--- src/rtl/otp_defines.vh ---
// Summary of operation
// - While held steady the block sorts its attitude against gravity into one of six orientations and shows it on the flag outputs.
// - The portrait flag is high while a portrait orientation is detected.
// - The landscape flag is high while a landscape orientation is detected.
// - The polarity flag tells the two opposite directions apart within the landscape, portrait or face group.
// - The host holds the active-low sleep select low for power-down and high for normal operation, and the block follows it.
// - In power-down the measurement chain is off and no orientation or tap detection takes place.
// - Valid outputs come a typical 30 ms after power-down is released, and the host ignores them until then.
// - With tap detection enabled a tap along any axis raises the dedicated tap interrupt line.
// - Optionally a second tap inside a programmable window after the first is reported as a double tap.
`ifndef OTP_DEFINES_VH
`define OTP_DEFINES_VH

// ******************************
// Clock and timing
// ******************************
`define OTP_CLK_MHZ 250
`define OTP_TON_MS 30
`define OTP_TON_CYC (`OTP_TON_MS * 1000 * `OTP_CLK_MHZ)
`define OTP_SETTLE_MS 50
`define OTP_SETTLE_CYC (`OTP_SETTLE_MS * 1000 * `OTP_CLK_MHZ)
`define OTP_QUIET_MS 20
`define OTP_QUIET_CYC (`OTP_QUIET_MS * 1000 * `OTP_CLK_MHZ)
`define OTP_CNT_W 32

// ******************************
// Sample format and thresholds
// ******************************
`define OTP_ACC_W 12
`define OTP_MAG_W 13
`define OTP_ORIENT_THR 13'h0200
`define OTP_TAP_THR 13'h0400

// ******************************
// Orientation codes
// ******************************
`define OTP_OR_NONE 3'h0
`define OTP_OR_LAND_POS 3'h1
`define OTP_OR_LAND_NEG 3'h2
`define OTP_OR_PORT_POS 3'h3
`define OTP_OR_PORT_NEG 3'h4
`define OTP_OR_FACE_POS 3'h5
`define OTP_OR_FACE_NEG 3'h6

`endif

--- src/rtl/otp_settle.v ---
`timescale 1ns/1ps
`default_nettype none
`include "otp_defines.vh"

module otp_settle (
    input wire clk_i,
    input wire rst_b_i,
    input wire ce_i,
    input wire clr_i,
    input wire cand_vld_i,
    input wire [2:0] cand_i,
    input wire [`OTP_CNT_W-1:0] limit_i,
    output reg [2:0] code_o,
    output reg code_vld_o
);
    reg [2:0] pend_ff;
    reg [`OTP_CNT_W-1:0] cnt_ff;

    // Ambiguous samples hold the pending candidate, so tilting through
    // a diagonal does not restart the settling count.
    always @(posedge clk_i or negedge rst_b_i) begin
        if (!rst_b_i) begin
            pend_ff <= `OTP_OR_NONE;
            cnt_ff <= {`OTP_CNT_W{1'b0}};
            code_o <= `OTP_OR_NONE;
            code_vld_o <= 1'b0;
        end else if (ce_i) begin
            if (clr_i) begin
                pend_ff <= `OTP_OR_NONE;
                cnt_ff <= {`OTP_CNT_W{1'b0}};
                code_o <= `OTP_OR_NONE;
                code_vld_o <= 1'b0;
            end else if (cand_vld_i && cand_i != `OTP_OR_NONE && cand_i != pend_ff) begin
                pend_ff <= cand_i;
                cnt_ff <= {`OTP_CNT_W{1'b0}};
            end else if (pend_ff != `OTP_OR_NONE) begin
                if (cnt_ff < limit_i) begin
                    cnt_ff <= cnt_ff + 1'b1;
                end else begin
                    code_o <= pend_ff;
                    code_vld_o <= 1'b1;
                end
            end
        end
    end
endmodule
`default_nettype wire

--- src/rtl/otp_top.v ---
`timescale 1ns/1ps
`default_nettype none
`include "otp_defines.vh"

module otp_top #(
    parameter [`OTP_CNT_W-1:0] TON_CYC = `OTP_TON_CYC,
    parameter [`OTP_CNT_W-1:0] SETTLE_CYC = `OTP_SETTLE_CYC,
    parameter [`OTP_CNT_W-1:0] QUIET_CYC = `OTP_QUIET_CYC
) (
    input wire clk_i,
    input wire rst_b_i,
    input wire ce_i,
    input wire sleep_select_n_i,
    input wire sample_vld_i,
    input wire [`OTP_ACC_W-1:0] accel_x_i,
    input wire [`OTP_ACC_W-1:0] accel_y_i,
    input wire [`OTP_ACC_W-1:0] accel_z_i,
    input wire tap_en_i,
    input wire dtap_en_i,
    input wire [`OTP_CNT_W-1:0] dtap_window_i,
    output reg portrait_flag_o,
    output reg landscape_flag_o,
    output reg polarity_flag_o,
    output reg data_valid_o,
    output reg tap_int_o,
    output reg double_tap_o,
    output reg chain_on_o
);
    localparam [1:0] ST_IDLE = 2'b00;
    localparam [1:0] ST_BLANK = 2'b01;
    localparam [1:0] ST_ARMED = 2'b10;
    localparam [1:0] ST_BLANK2 = 2'b11;

    // ******************************
    // Sleep pin synchroniser
    // ******************************
    reg sync1_ff;
    reg sync2_ff;
    reg sync3_ff;
    reg awake_ff;

    always @(posedge clk_i or negedge rst_b_i) begin
        if (!rst_b_i) begin
            sync1_ff <= 1'b0;
            sync2_ff <= 1'b0;
            sync3_ff <= 1'b0;
            awake_ff <= 1'b0;
        end else if (ce_i) begin
            sync1_ff <= sleep_select_n_i;
            sync2_ff <= sync1_ff;
            sync3_ff <= sync2_ff;
            if (sync2_ff == sync3_ff) begin
                awake_ff <= sync3_ff;
            end
        end
    end

    // ******************************
    // Turn-on delay
    // ******************************
    reg [`OTP_CNT_W-1:0] ton_cnt_ff;
    reg ready_ff;

    // Detection runs during turn-on; only the flag and data-valid outputs wait for it, not the tap outputs.
    always @(posedge clk_i or negedge rst_b_i) begin
        if (!rst_b_i) begin
            ton_cnt_ff <= {`OTP_CNT_W{1'b0}};
            ready_ff <= 1'b0;
        end else if (ce_i) begin
            if (!awake_ff) begin
                ton_cnt_ff <= {`OTP_CNT_W{1'b0}};
                ready_ff <= 1'b0;
            end else if (ton_cnt_ff < TON_CYC - 1'b1) begin
                ton_cnt_ff <= ton_cnt_ff + 1'b1;
            end else begin
                ready_ff <= 1'b1;
            end
        end
    end

    // ******************************
    // Per-axis magnitude and jolt
    // ******************************
    wire [3*`OTP_ACC_W-1:0] acc_bus;
    wire [3*`OTP_MAG_W-1:0] mag_bus;
    wire [2:0] neg_bus;
    wire [2:0] jolt_bus;
    reg [3*`OTP_ACC_W-1:0] prev_ff;
    reg prev_vld_ff;

    assign acc_bus = {accel_z_i, accel_y_i, accel_x_i};

    genvar ax;
    generate
        for (ax = 0; ax < 3; ax = ax + 1) begin : g_axis
            wire signed [`OTP_MAG_W-1:0] cur;
            wire signed [`OTP_MAG_W-1:0] old;
            wire signed [`OTP_MAG_W-1:0] dif;
            assign cur = {acc_bus[(ax+1)*`OTP_ACC_W-1], acc_bus[ax*`OTP_ACC_W +: `OTP_ACC_W]};
            assign old = {prev_ff[(ax+1)*`OTP_ACC_W-1], prev_ff[ax*`OTP_ACC_W +: `OTP_ACC_W]};
            assign dif = cur - old;
            assign neg_bus[ax] = cur[`OTP_MAG_W-1];
            assign mag_bus[ax*`OTP_MAG_W +: `OTP_MAG_W] = cur[`OTP_MAG_W-1] ? -cur : cur;
            assign jolt_bus[ax] = (dif[`OTP_MAG_W-1] ? -dif : dif) > `OTP_TAP_THR;
        end
    endgenerate

    always @(posedge clk_i or negedge rst_b_i) begin
        if (!rst_b_i) begin
            prev_ff <= {3*`OTP_ACC_W{1'b0}};
            prev_vld_ff <= 1'b0;
        end else if (ce_i) begin
            if (!awake_ff) begin
                prev_vld_ff <= 1'b0;
            end else if (sample_vld_i) begin
                prev_ff <= acc_bus;
                prev_vld_ff <= 1'b1;
            end
        end
    end

    // ******************************
    // Orientation classification
    // ******************************
    wire [`OTP_MAG_W-1:0] mag_x = mag_bus[0*`OTP_MAG_W +: `OTP_MAG_W];
    wire [`OTP_MAG_W-1:0] mag_y = mag_bus[1*`OTP_MAG_W +: `OTP_MAG_W];
    wire [`OTP_MAG_W-1:0] mag_z = mag_bus[2*`OTP_MAG_W +: `OTP_MAG_W];
    reg [2:0] cand;

    // Strict dominance: a tie between axes is a diagonal and gives no vote.
    always @* begin
        cand = `OTP_OR_NONE;
        if (mag_x > mag_y && mag_x > mag_z && mag_x > `OTP_ORIENT_THR) begin
            cand = neg_bus[0] ? `OTP_OR_LAND_NEG : `OTP_OR_LAND_POS;
        end else if (mag_y > mag_x && mag_y > mag_z && mag_y > `OTP_ORIENT_THR) begin
            cand = neg_bus[1] ? `OTP_OR_PORT_NEG : `OTP_OR_PORT_POS;
        end else if (mag_z > mag_x && mag_z > mag_y && mag_z > `OTP_ORIENT_THR) begin
            cand = neg_bus[2] ? `OTP_OR_FACE_NEG : `OTP_OR_FACE_POS;
        end
    end

    wire [2:0] stable_code;
    wire stable_vld;

    otp_settle otp_settle_inst (
        .clk_i(clk_i),
        .rst_b_i(rst_b_i),
        .ce_i(ce_i),
        .clr_i(!awake_ff),
        .cand_vld_i(sample_vld_i),
        .cand_i(cand),
        .limit_i(SETTLE_CYC),
        .code_o(stable_code),
        .code_vld_o(stable_vld)
    );

    // ******************************
    // Flag outputs
    // ******************************
    always @(posedge clk_i or negedge rst_b_i) begin
        if (!rst_b_i) begin
            portrait_flag_o <= 1'b0;
            landscape_flag_o <= 1'b0;
            polarity_flag_o <= 1'b0;
            data_valid_o <= 1'b0;
            chain_on_o <= 1'b0;
        end else if (ce_i) begin
            chain_on_o <= awake_ff;
            data_valid_o <= ready_ff && stable_vld;
            portrait_flag_o <= 1'b0;
            landscape_flag_o <= 1'b0;
            polarity_flag_o <= 1'b0;
            if (ready_ff && stable_vld) begin
                case (stable_code)
                    `OTP_OR_LAND_POS: begin
                        landscape_flag_o <= 1'b1;
                        polarity_flag_o <= 1'b1;
                    end
                    `OTP_OR_LAND_NEG: begin
                        landscape_flag_o <= 1'b1;
                    end
                    `OTP_OR_PORT_POS: begin
                        portrait_flag_o <= 1'b1;
                        polarity_flag_o <= 1'b1;
                    end
                    `OTP_OR_PORT_NEG: begin
                        portrait_flag_o <= 1'b1;
                    end
                    `OTP_OR_FACE_POS: begin
                        polarity_flag_o <= 1'b1;
                    end
                    default: begin
                        polarity_flag_o <= 1'b0;
                    end
                endcase
            end
        end
    end

    // ******************************
    // Tap and double-tap detection
    // ******************************
    reg [1:0] tap_st_ff;
    reg [`OTP_CNT_W-1:0] tap_cnt_ff;
    wire hit = tap_en_i && awake_ff && sample_vld_i && prev_vld_ff && (|jolt_bus);

    // Window is counted from the first tap, blanking included.
    always @(posedge clk_i or negedge rst_b_i) begin
        if (!rst_b_i) begin
            tap_st_ff <= ST_IDLE;
            tap_cnt_ff <= {`OTP_CNT_W{1'b0}};
            tap_int_o <= 1'b0;
            double_tap_o <= 1'b0;
        end else if (ce_i) begin
            tap_int_o <= 1'b0;
            double_tap_o <= 1'b0;
            if (!awake_ff || !tap_en_i) begin
                tap_st_ff <= ST_IDLE;
                tap_cnt_ff <= {`OTP_CNT_W{1'b0}};
            end else begin
                tap_cnt_ff <= tap_cnt_ff + 1'b1;
                case (tap_st_ff)
                    ST_IDLE: begin
                        tap_cnt_ff <= {`OTP_CNT_W{1'b0}};
                        if (hit) begin
                            tap_int_o <= 1'b1;
                            tap_st_ff <= ST_BLANK;
                        end
                    end
                    ST_BLANK: begin
                        if (tap_cnt_ff >= QUIET_CYC - 1'b1) begin
                            tap_st_ff <= dtap_en_i ? ST_ARMED : ST_IDLE;
                        end
                    end
                    ST_ARMED: begin
                        if (tap_cnt_ff >= dtap_window_i) begin
                            tap_st_ff <= ST_IDLE;
                        end else if (hit) begin
                            tap_int_o <= 1'b1;
                            double_tap_o <= 1'b1;
                            tap_cnt_ff <= {`OTP_CNT_W{1'b0}};
                            tap_st_ff <= ST_BLANK2;
                        end
                    end
                    ST_BLANK2: begin
                        if (tap_cnt_ff >= QUIET_CYC - 1'b1) begin
                            tap_st_ff <= ST_IDLE;
                        end
                    end
                    default: begin
                        tap_st_ff <= ST_IDLE;
                    end
                endcase
            end
        end
    end
endmodule
`default_nettype wire
--- config.mk ---
export PLATFORM = sky130hd
export DESIGN_NAME = otp_top
export DESIGN_NICKNAME = d
export VERILOG_FILES = /design/src/rtl/otp_settle.v /design/src/rtl/otp_top.v
export VERILOG_INCLUDE_DIRS = /design/src /design/src/rtl
export SDC_FILE = /design/constraint.sdc
export NUM_CORES = 1
export LEC_CHECK = 0
export ABC_AREA = 1
export BUFFER_PORTS_ARGS = -buffer_cell sky130_fd_sc_hd__buf_2
export CORE_MARGIN = 5
export CORE_UTILIZATION = 23
export DETAILED_ROUTE_END_ITERATION = 16
export GPL_TIMING_DRIVEN = 0
export PLACE_DENSITY = 0.37
export SLEW_MARGIN = 20
export SYNTH_ARGS = -nofsm -noshare
export SYNTH_HDL_FRONTEND = slang
export SYNTH_SLANG_ARGS = --single-unit
--- constraint.sdc ---
create_clock -name clk_i -period 3.9 [get_ports clk_i]
set_input_delay 0.585 -clock clk_i [delete_from_list [all_inputs] [get_ports clk_i]]
set_output_delay 0.585 -clock clk_i [all_outputs]
set_load 0.01 [all_outputs]
# Word-level counts from Yosys, hierarchy flattened
# Cells that the tools add are included.
[totals]
regBits = 154
input_bits = 75
output_inout_bits = 7
wordCells = 160
[classes]
n_addsub = 12
magnitude_cmp = 16
n_eq_ne = 23
mux = 56
reduce_logical = 32
[op_table]
columns = ["operator", "n"]
rows = [
  ["32-bit two-way mux", 9],
  ["32-bit by 1-bit adder with 32-bit output (second input constant)", 3],
  ["13-bit > comparator", 6],
  ["13-bit two-way mux", 6],
  ["32-bit one-hot mux with 2 select lines", 1],
  ["13-bit by 10-bit > comparator with 1-bit output (second input constant)", 3],
  ["13-bit by 11-bit > comparator with 1-bit output (second input constant)", 3],
  ["12-bit negator with 13-bit output", 3],
  ["13-bit negator", 3],
  ["12-bit by 12-bit subtractor with 13-bit output", 3],
  ["32-bit by 23-bit >= comparator with 1-bit output (second input constant)", 1],
  ["32-bit >= comparator", 1],
  ["32-bit by 23-bit less-than comparator with 1-bit output (second input constant)", 1],
  ["32-bit by 24-bit less-than comparator with 1-bit output (second input constant)", 1],
  ["3-bit two-way mux", 10],
  ["1-bit two-way mux", 19],
  ["2-bit two-way mux", 9],
  ["1-bit logical AND", 13],
  ["2-bit AND reduction", 5],
  ["3-bit != test (second input constant)", 3],
  ["2-bit != test (second input constant)", 4],
  ["2-bit one-hot mux with 4 select lines", 1],
  ["3-bit by 2-bit == test with 1-bit output (second input constant)", 2],
  ["3-bit == test (second input constant)", 2],
  ["18 further kinds", 27],
]

# Longest topological paths before layout
[depth]
ltp_word = 13
ltp_mapped = 30

# Hierarchy
# A second synthesis with hierarchy kept.
[hier_totals]
cells_unflattened = 2311
hier_area_um2 = 14986.9
[modules_own_cells]
columns = ["module", "n_inst", "cells_per_inst", "area_per_inst_um2"]
rows = [
  ["otp_top", 1, 1816, 11552.3],
  ["otp_settle", 1, 495, 3434.5],
]

# Worst setup path after synthesis
# OpenSTA, ideal clock, no wires.
[synth_path]
path_type = "input to register"
startpoint = "in accel_y_i[0]"
endpoint = "reg otp_settle_inst.cnt_ff[16]"
setup_time_ps = 117
t_arrival_ps = 3374
required_time_ps = 3783
setup_slack_ps = 409
path_stages = 30
path_cell_list = "inv_1 > ha_1 > inv_1 > nor3_1 > nand4_1 > nand2_1 > nand2_1 > nand2_1 > inv_1 > ha_1 > nand2_1 > nor2_1 > inv_1 > nor3_1 > o21a_1 > nor2_1 > and2b_1 > nand2_1 > nand2_1 > nand2_1 > nand2_1 > nand2_1 > nand2_1 > nand3_2 > nand2_4 > o21ai_2 > nand2_2 > buf_6 > nand2_1 > nand2_1"
[synth_between]
elab_chain_cells = 13
elab_cells_between_ends = 25
[synth_lines]
columns = ["item", "line", "text"]
rows = [
  ["from (decl)", "otp_top.v:16", "input wire [`OTP_ACC_W-1:0] accel_y_i,"],
  ["12-bit negator with 13-bit output", "otp_top.v:103", "assign mag_bus[ax*`OTP_MAG_W +: `OTP_MAG_W] = cur[`OTP_MAG_W-1] ? -cur : cur;"],
  ["13-bit two-way mux *", "otp_top.v:103", ""],
  ["13-bit > comparator", "otp_top.v:137", "end else if (mag_z > mag_x && mag_z > mag_y && mag_z > `OTP_ORIENT_THR) begin"],
  ["1-bit logical AND", "otp_top.v:137", ""],
  ["1-bit logical AND (no line)", "n/a", ""],
  ["3-bit two-way mux", "otp_top.v:137", ""],
  ["3-bit two-way mux", "otp_top.v:135", "end else if (mag_y > mag_x && mag_y > mag_z && mag_y > `OTP_ORIENT_THR) begin"],
  ["3-bit two-way mux *", "otp_top.v:133", "if (mag_x > mag_y && mag_x > mag_z && mag_x > `OTP_ORIENT_THR) begin"],
  ["3-bit nonzero test (no line)", "n/a", ""],
  ["1-bit logical AND (no line)", "n/a", ""],
  ["1-bit logical AND *", "otp_settle.v:33", "end else if (cand_vld_i && cand_i != `OTP_OR_NONE && cand_i != pend_ff) begin"],
  ["3-bit by 1-bit != test with 1-bit output (no line) / 32-bit two-way mux (equally long branches)", "n/a", ""],
  ["3-bit AND reduction (no line) / 32-bit two-way mux (equally long branches)", "n/a", ""],
  ["to (signal assigned)", "otp_settle.v:30", "cnt_ff <= {`OTP_CNT_W{1'b0}};"],
  ["to (signal assigned)", "otp_settle.v:35", "cnt_ff <= {`OTP_CNT_W{1'b0}};"],
  ["to (signal assigned)", "otp_settle.v:38", "cnt_ff <= cnt_ff + 1'b1;"],
  ["to (decl)", "otp_settle.v:17", "reg [`OTP_CNT_W-1:0] cnt_ff;"],
]
# Mark *: on every way between the ends. The rest lies on a longest branch, timed or not.
# A chain may end at the register's enable or synchronous reset.

# Worst setup path in the final report
[layout_path]
startpoint = "in accel_x_i[5]"
endpoint = "reg otp_settle_inst.cnt_ff[21]"
[layout_between]
elab_chain_cells = 13
elab_cells_between_ends = 25
[layout_lines]
columns = ["item", "line", "text"]
rows = [
  ["from (decl)", "otp_top.v:15", "input wire [`OTP_ACC_W-1:0] accel_x_i,"],
  ["12-bit negator with 13-bit output", "otp_top.v:103", ""],
  ["13-bit two-way mux *", "otp_top.v:103", ""],
  ["13-bit > comparator", "otp_top.v:137", ""],
  ["1-bit logical AND", "otp_top.v:137", ""],
  ["1-bit logical AND (no line)", "n/a", ""],
  ["3-bit two-way mux", "otp_top.v:137", ""],
  ["3-bit two-way mux", "otp_top.v:135", ""],
  ["3-bit two-way mux *", "otp_top.v:133", ""],
  ["3-bit nonzero test (no line)", "n/a", ""],
  ["1-bit logical AND (no line)", "n/a", ""],
  ["1-bit logical AND *", "otp_settle.v:33", ""],
  ["3-bit by 1-bit != test with 1-bit output (no line) / 32-bit two-way mux (equally long branches)", "n/a", ""],
  ["3-bit AND reduction (no line) / 32-bit two-way mux (equally long branches)", "n/a", ""],
]
# Marks and branches as above.

==> impl_metrics.ini <==
[status]
outcome = completed

[logic_synthesis]
netlist.area_leader.share_pct = 27.92
yosys.area.top_type = dfrtp_1
yosysSeqAreaShare_pct = 27.92
synthCells = 2135
ys_types = 60
synth_edf_count = 0
yosys_most_used_dff = dfrtp_1
async_flop_share_pct = 100.0
syn_area_um2 = 13800
yosys-top-cells-count = nand2_1, inv_1, nor2_1
ys_ff_latch = 154
avgSynthCellArea_um2 = 6.464
synth_area_leaders = dfrtp_1, nand2_1, ha_1
synth_most_common_cell = nand2_1
ys_warn_count = 0

[die]
start_util_pct = 23.30
die_width_um = 255.0
io_pins = 82
die-area_um2 = 65000
core_area_um2 = 59240
num_rows = 89
die_h_um = 255.0

[worst_setup_path]
cp_top_family = simple AND/OR/NAND/NOR gates
path_class = primary input to flip-flop
path_depth = 23
crit_path_end_kind = flip-flop
cp_slowest_cell = or4_4
path_buf_inv = 3
cpMostUsedCell = nand2_1
cp.arrival_ns = 3.98
crit_required_ns = 4.29
cp_cell_sequence = buf_2 > inv_1 > nand2_1 > nor2_2 > nand3_1 > or4_4 > ha_1 > nand4_1 > nor2_2 > o21ai_0 > nand2_1 > nand2_1 > and2b_1 > nand3_2 > nand2_1 > xor2_1 > nand3_2 > nand2_4 > nand2_8 > nor2_8 > buf_6 > nand2_1 > nand2_1
worst_r2r_path_depth = 27
slowest_delay_ns = 0.48
start_kind = primary input
path_max_fanout = 10

[sta]
holdWs_ns = 0.1232
period_share_pct = 92.14
slew_headroom_pct = 34.79
fin_crit_ns = 3.593
finalSetupViolations = 0
worstMarginPinSlew_ns = 0.9745
max_freq_mhz = 278.3
drv_slew = 0
timing_hold_violations_final = 0
setup_slack_ns = 0.3066
skew_ns = 0.01645

[power]
power.density_nw_per_um2 = 484.3
peakVddDrop_v = 0.0001826
p_leak_uw = 0.008304

[route]
wl_met1_um = 21920
dr.pass1.iters = 5
vias = 13270
vias_per_cell = 4.376
wl_met3_um = 843
routed_wl_um = 41500
drt_iter0_drc = 689
final_antenna_net_count = 0
top_layer_used = met4
dr_wl_met2_um = 18140
drc = 0
wl_per_cell_um = 13.69

[placement]
gp_congestion = 0.8162
dp.cells = 2993
pre_cts_slack_ns = -0.5347
dpl-instance-area_um2 = 15220
io_buffer_count = 80
post-dp-hpwl_um = 33690

[finish]
utilization_pct = 26.99
drive_gt1_share_pct = 9.783
syn2layout_area_growth_pct = 15.85
diodes = 0
fin_nets = 2440
fin_cells = 3032
final_area_um2 = 15990

[clocking]
root_buffer = clkbuf_16
clk_pin_slew_ns = 0.07
clock_latency_ns = 0.45
clk_path_buf_depth = 2
numClockSinks = 154
ctsHtreeMaxLevel = 4
cts_tree = yes
cts_hold_buf = 0
cts_buffers = 17

[grt]
grt_usage_pct = 12.90
grt_antenna_before_repair = 0
grt_pass1_vias = 12920
grt_max_degree = 84
grt_pass1_wl_um = 67820
overflow = 0

[min_path]
holdCritPathClass = primary input to async pin

[flow_run]
cap_violations = 0
through the flow:
step / total power (uW) / setup TNS (ns)
2_1_floorplan: 4945 / 0
3_3_place_gp: 5982 / -96.44
3_5_place_dp: 6006 / -23.99
4_1_cts: 7837 / 0
5_1_grt: 8551 / -0.08444
6_report: 7743 / 0
state kept, by name, indices dropped and copies added, names as in the netlist:
signal	flops
prev_ff	36
otp_settle_inst.cnt_ff	32
tap_cnt_ff	32
ton_cnt_ff	32
otp_settle_inst.code_o	3
otp_settle_inst.pend_ff	3
tap_st_ff	2
awake_ff	1
chain_on_o	1
data_valid_o	1
double_tap_o	1
landscape_flag_o	1
otp_settle_inst.code_vld_o	1
polarity_flag_o	1
portrait_flag_o	1
prev_vld_ff	1
ready_ff	1
sync1_ff	1
sync2_ff	1
sync3_ff	1
tap_int_o	1
layout make-up:
type | count | area [um2]
clock buffers | 19 | 452.9
repair buffers | 88 | 490.5
multi-input cells | 1610 | 8589
flip-flops and latches | 154 | 3854
fillers | 6688 | 43250
well taps | 773 | 967.2
plain buffers | 36 | 200.2
inverters | 339 | 1280
clock inverters | 13 | 153.9
final timing paths:
path | start | endpoint | slack (ns)
max in group asynchronous | rst_b_i | prev_ff[6] | 2.90
setup reg to reg | prev_ff[0] | tap_cnt_ff[26] | 0.42
hold reg to reg | otp_settle_inst.pend_ff[2] | otp_settle_inst.pend_ff[2] | 0.47
min in group clk_i | sleep_select_n_i | sync1_ff | 0.38
setup / recovery | accel_x_i[5] | otp_settle_inst.cnt_ff[21] | 0.31
hold / removal | rst_b_i | tap_cnt_ff[28] | 0.12
logic make-up (layout without fill, tap and decap cells):
logic type / count (synthesis) / count (layout) / share of synthesized area (%)
adders and majority gates: 119 / 119 / 10.95
xor gates and xnor gates: 59 / 59 / 3.908
and+or+nand+nor: 1194 / 1194 / 37.21
other: 2 / 6 / 0.05442
DFF: 154 / 154 / 27.92
AOI/OAI and AO/OA: 232 / 232 / 9.284
buffers and inverters: 375 / 495 / 10.67
layer usage:
| layer | GRT usage (%) | vias up |
|---|---|---|
| li1 | - | 7059 |
| met1 | 18.76 | 6044 |
| met2 | 20.55 | 137 |
| met3 | 1.402 | 27 |
| met4 | 3.220 | 0 |
| met5 | 0 | - |
layout by cell type, fill, tap and decap left out, types with 12 or more instances in the layout:
cell       count
a21oi_1       90
buf_2         85
clkbuf_1      18
clkbuf_16     17
dfrtp_1      154
ha_1         113
inv_1        316
inv_2         20
nand2_1      667
nand2_2       16
nand3_1      151
nand3b_1      12
nand4_1       62
nor2_1       205
nor3_1        35
o21ai_0       91
xnor2_1       16
xor2_1        37
report_power, final:
part           switching, uW  internal [uW]
Combinational           2670           1400
Clock                    764            994
Sequential               122           1790
what timing repair did:
item                                    in CTS  in global routing
pin swaps                                    0                  3
setup buffers                                0                  7
resized for setup                            4                 27
endpoints found under the setup margin      20                 69
No activity file was read; power rests on OpenSTA's default activity.
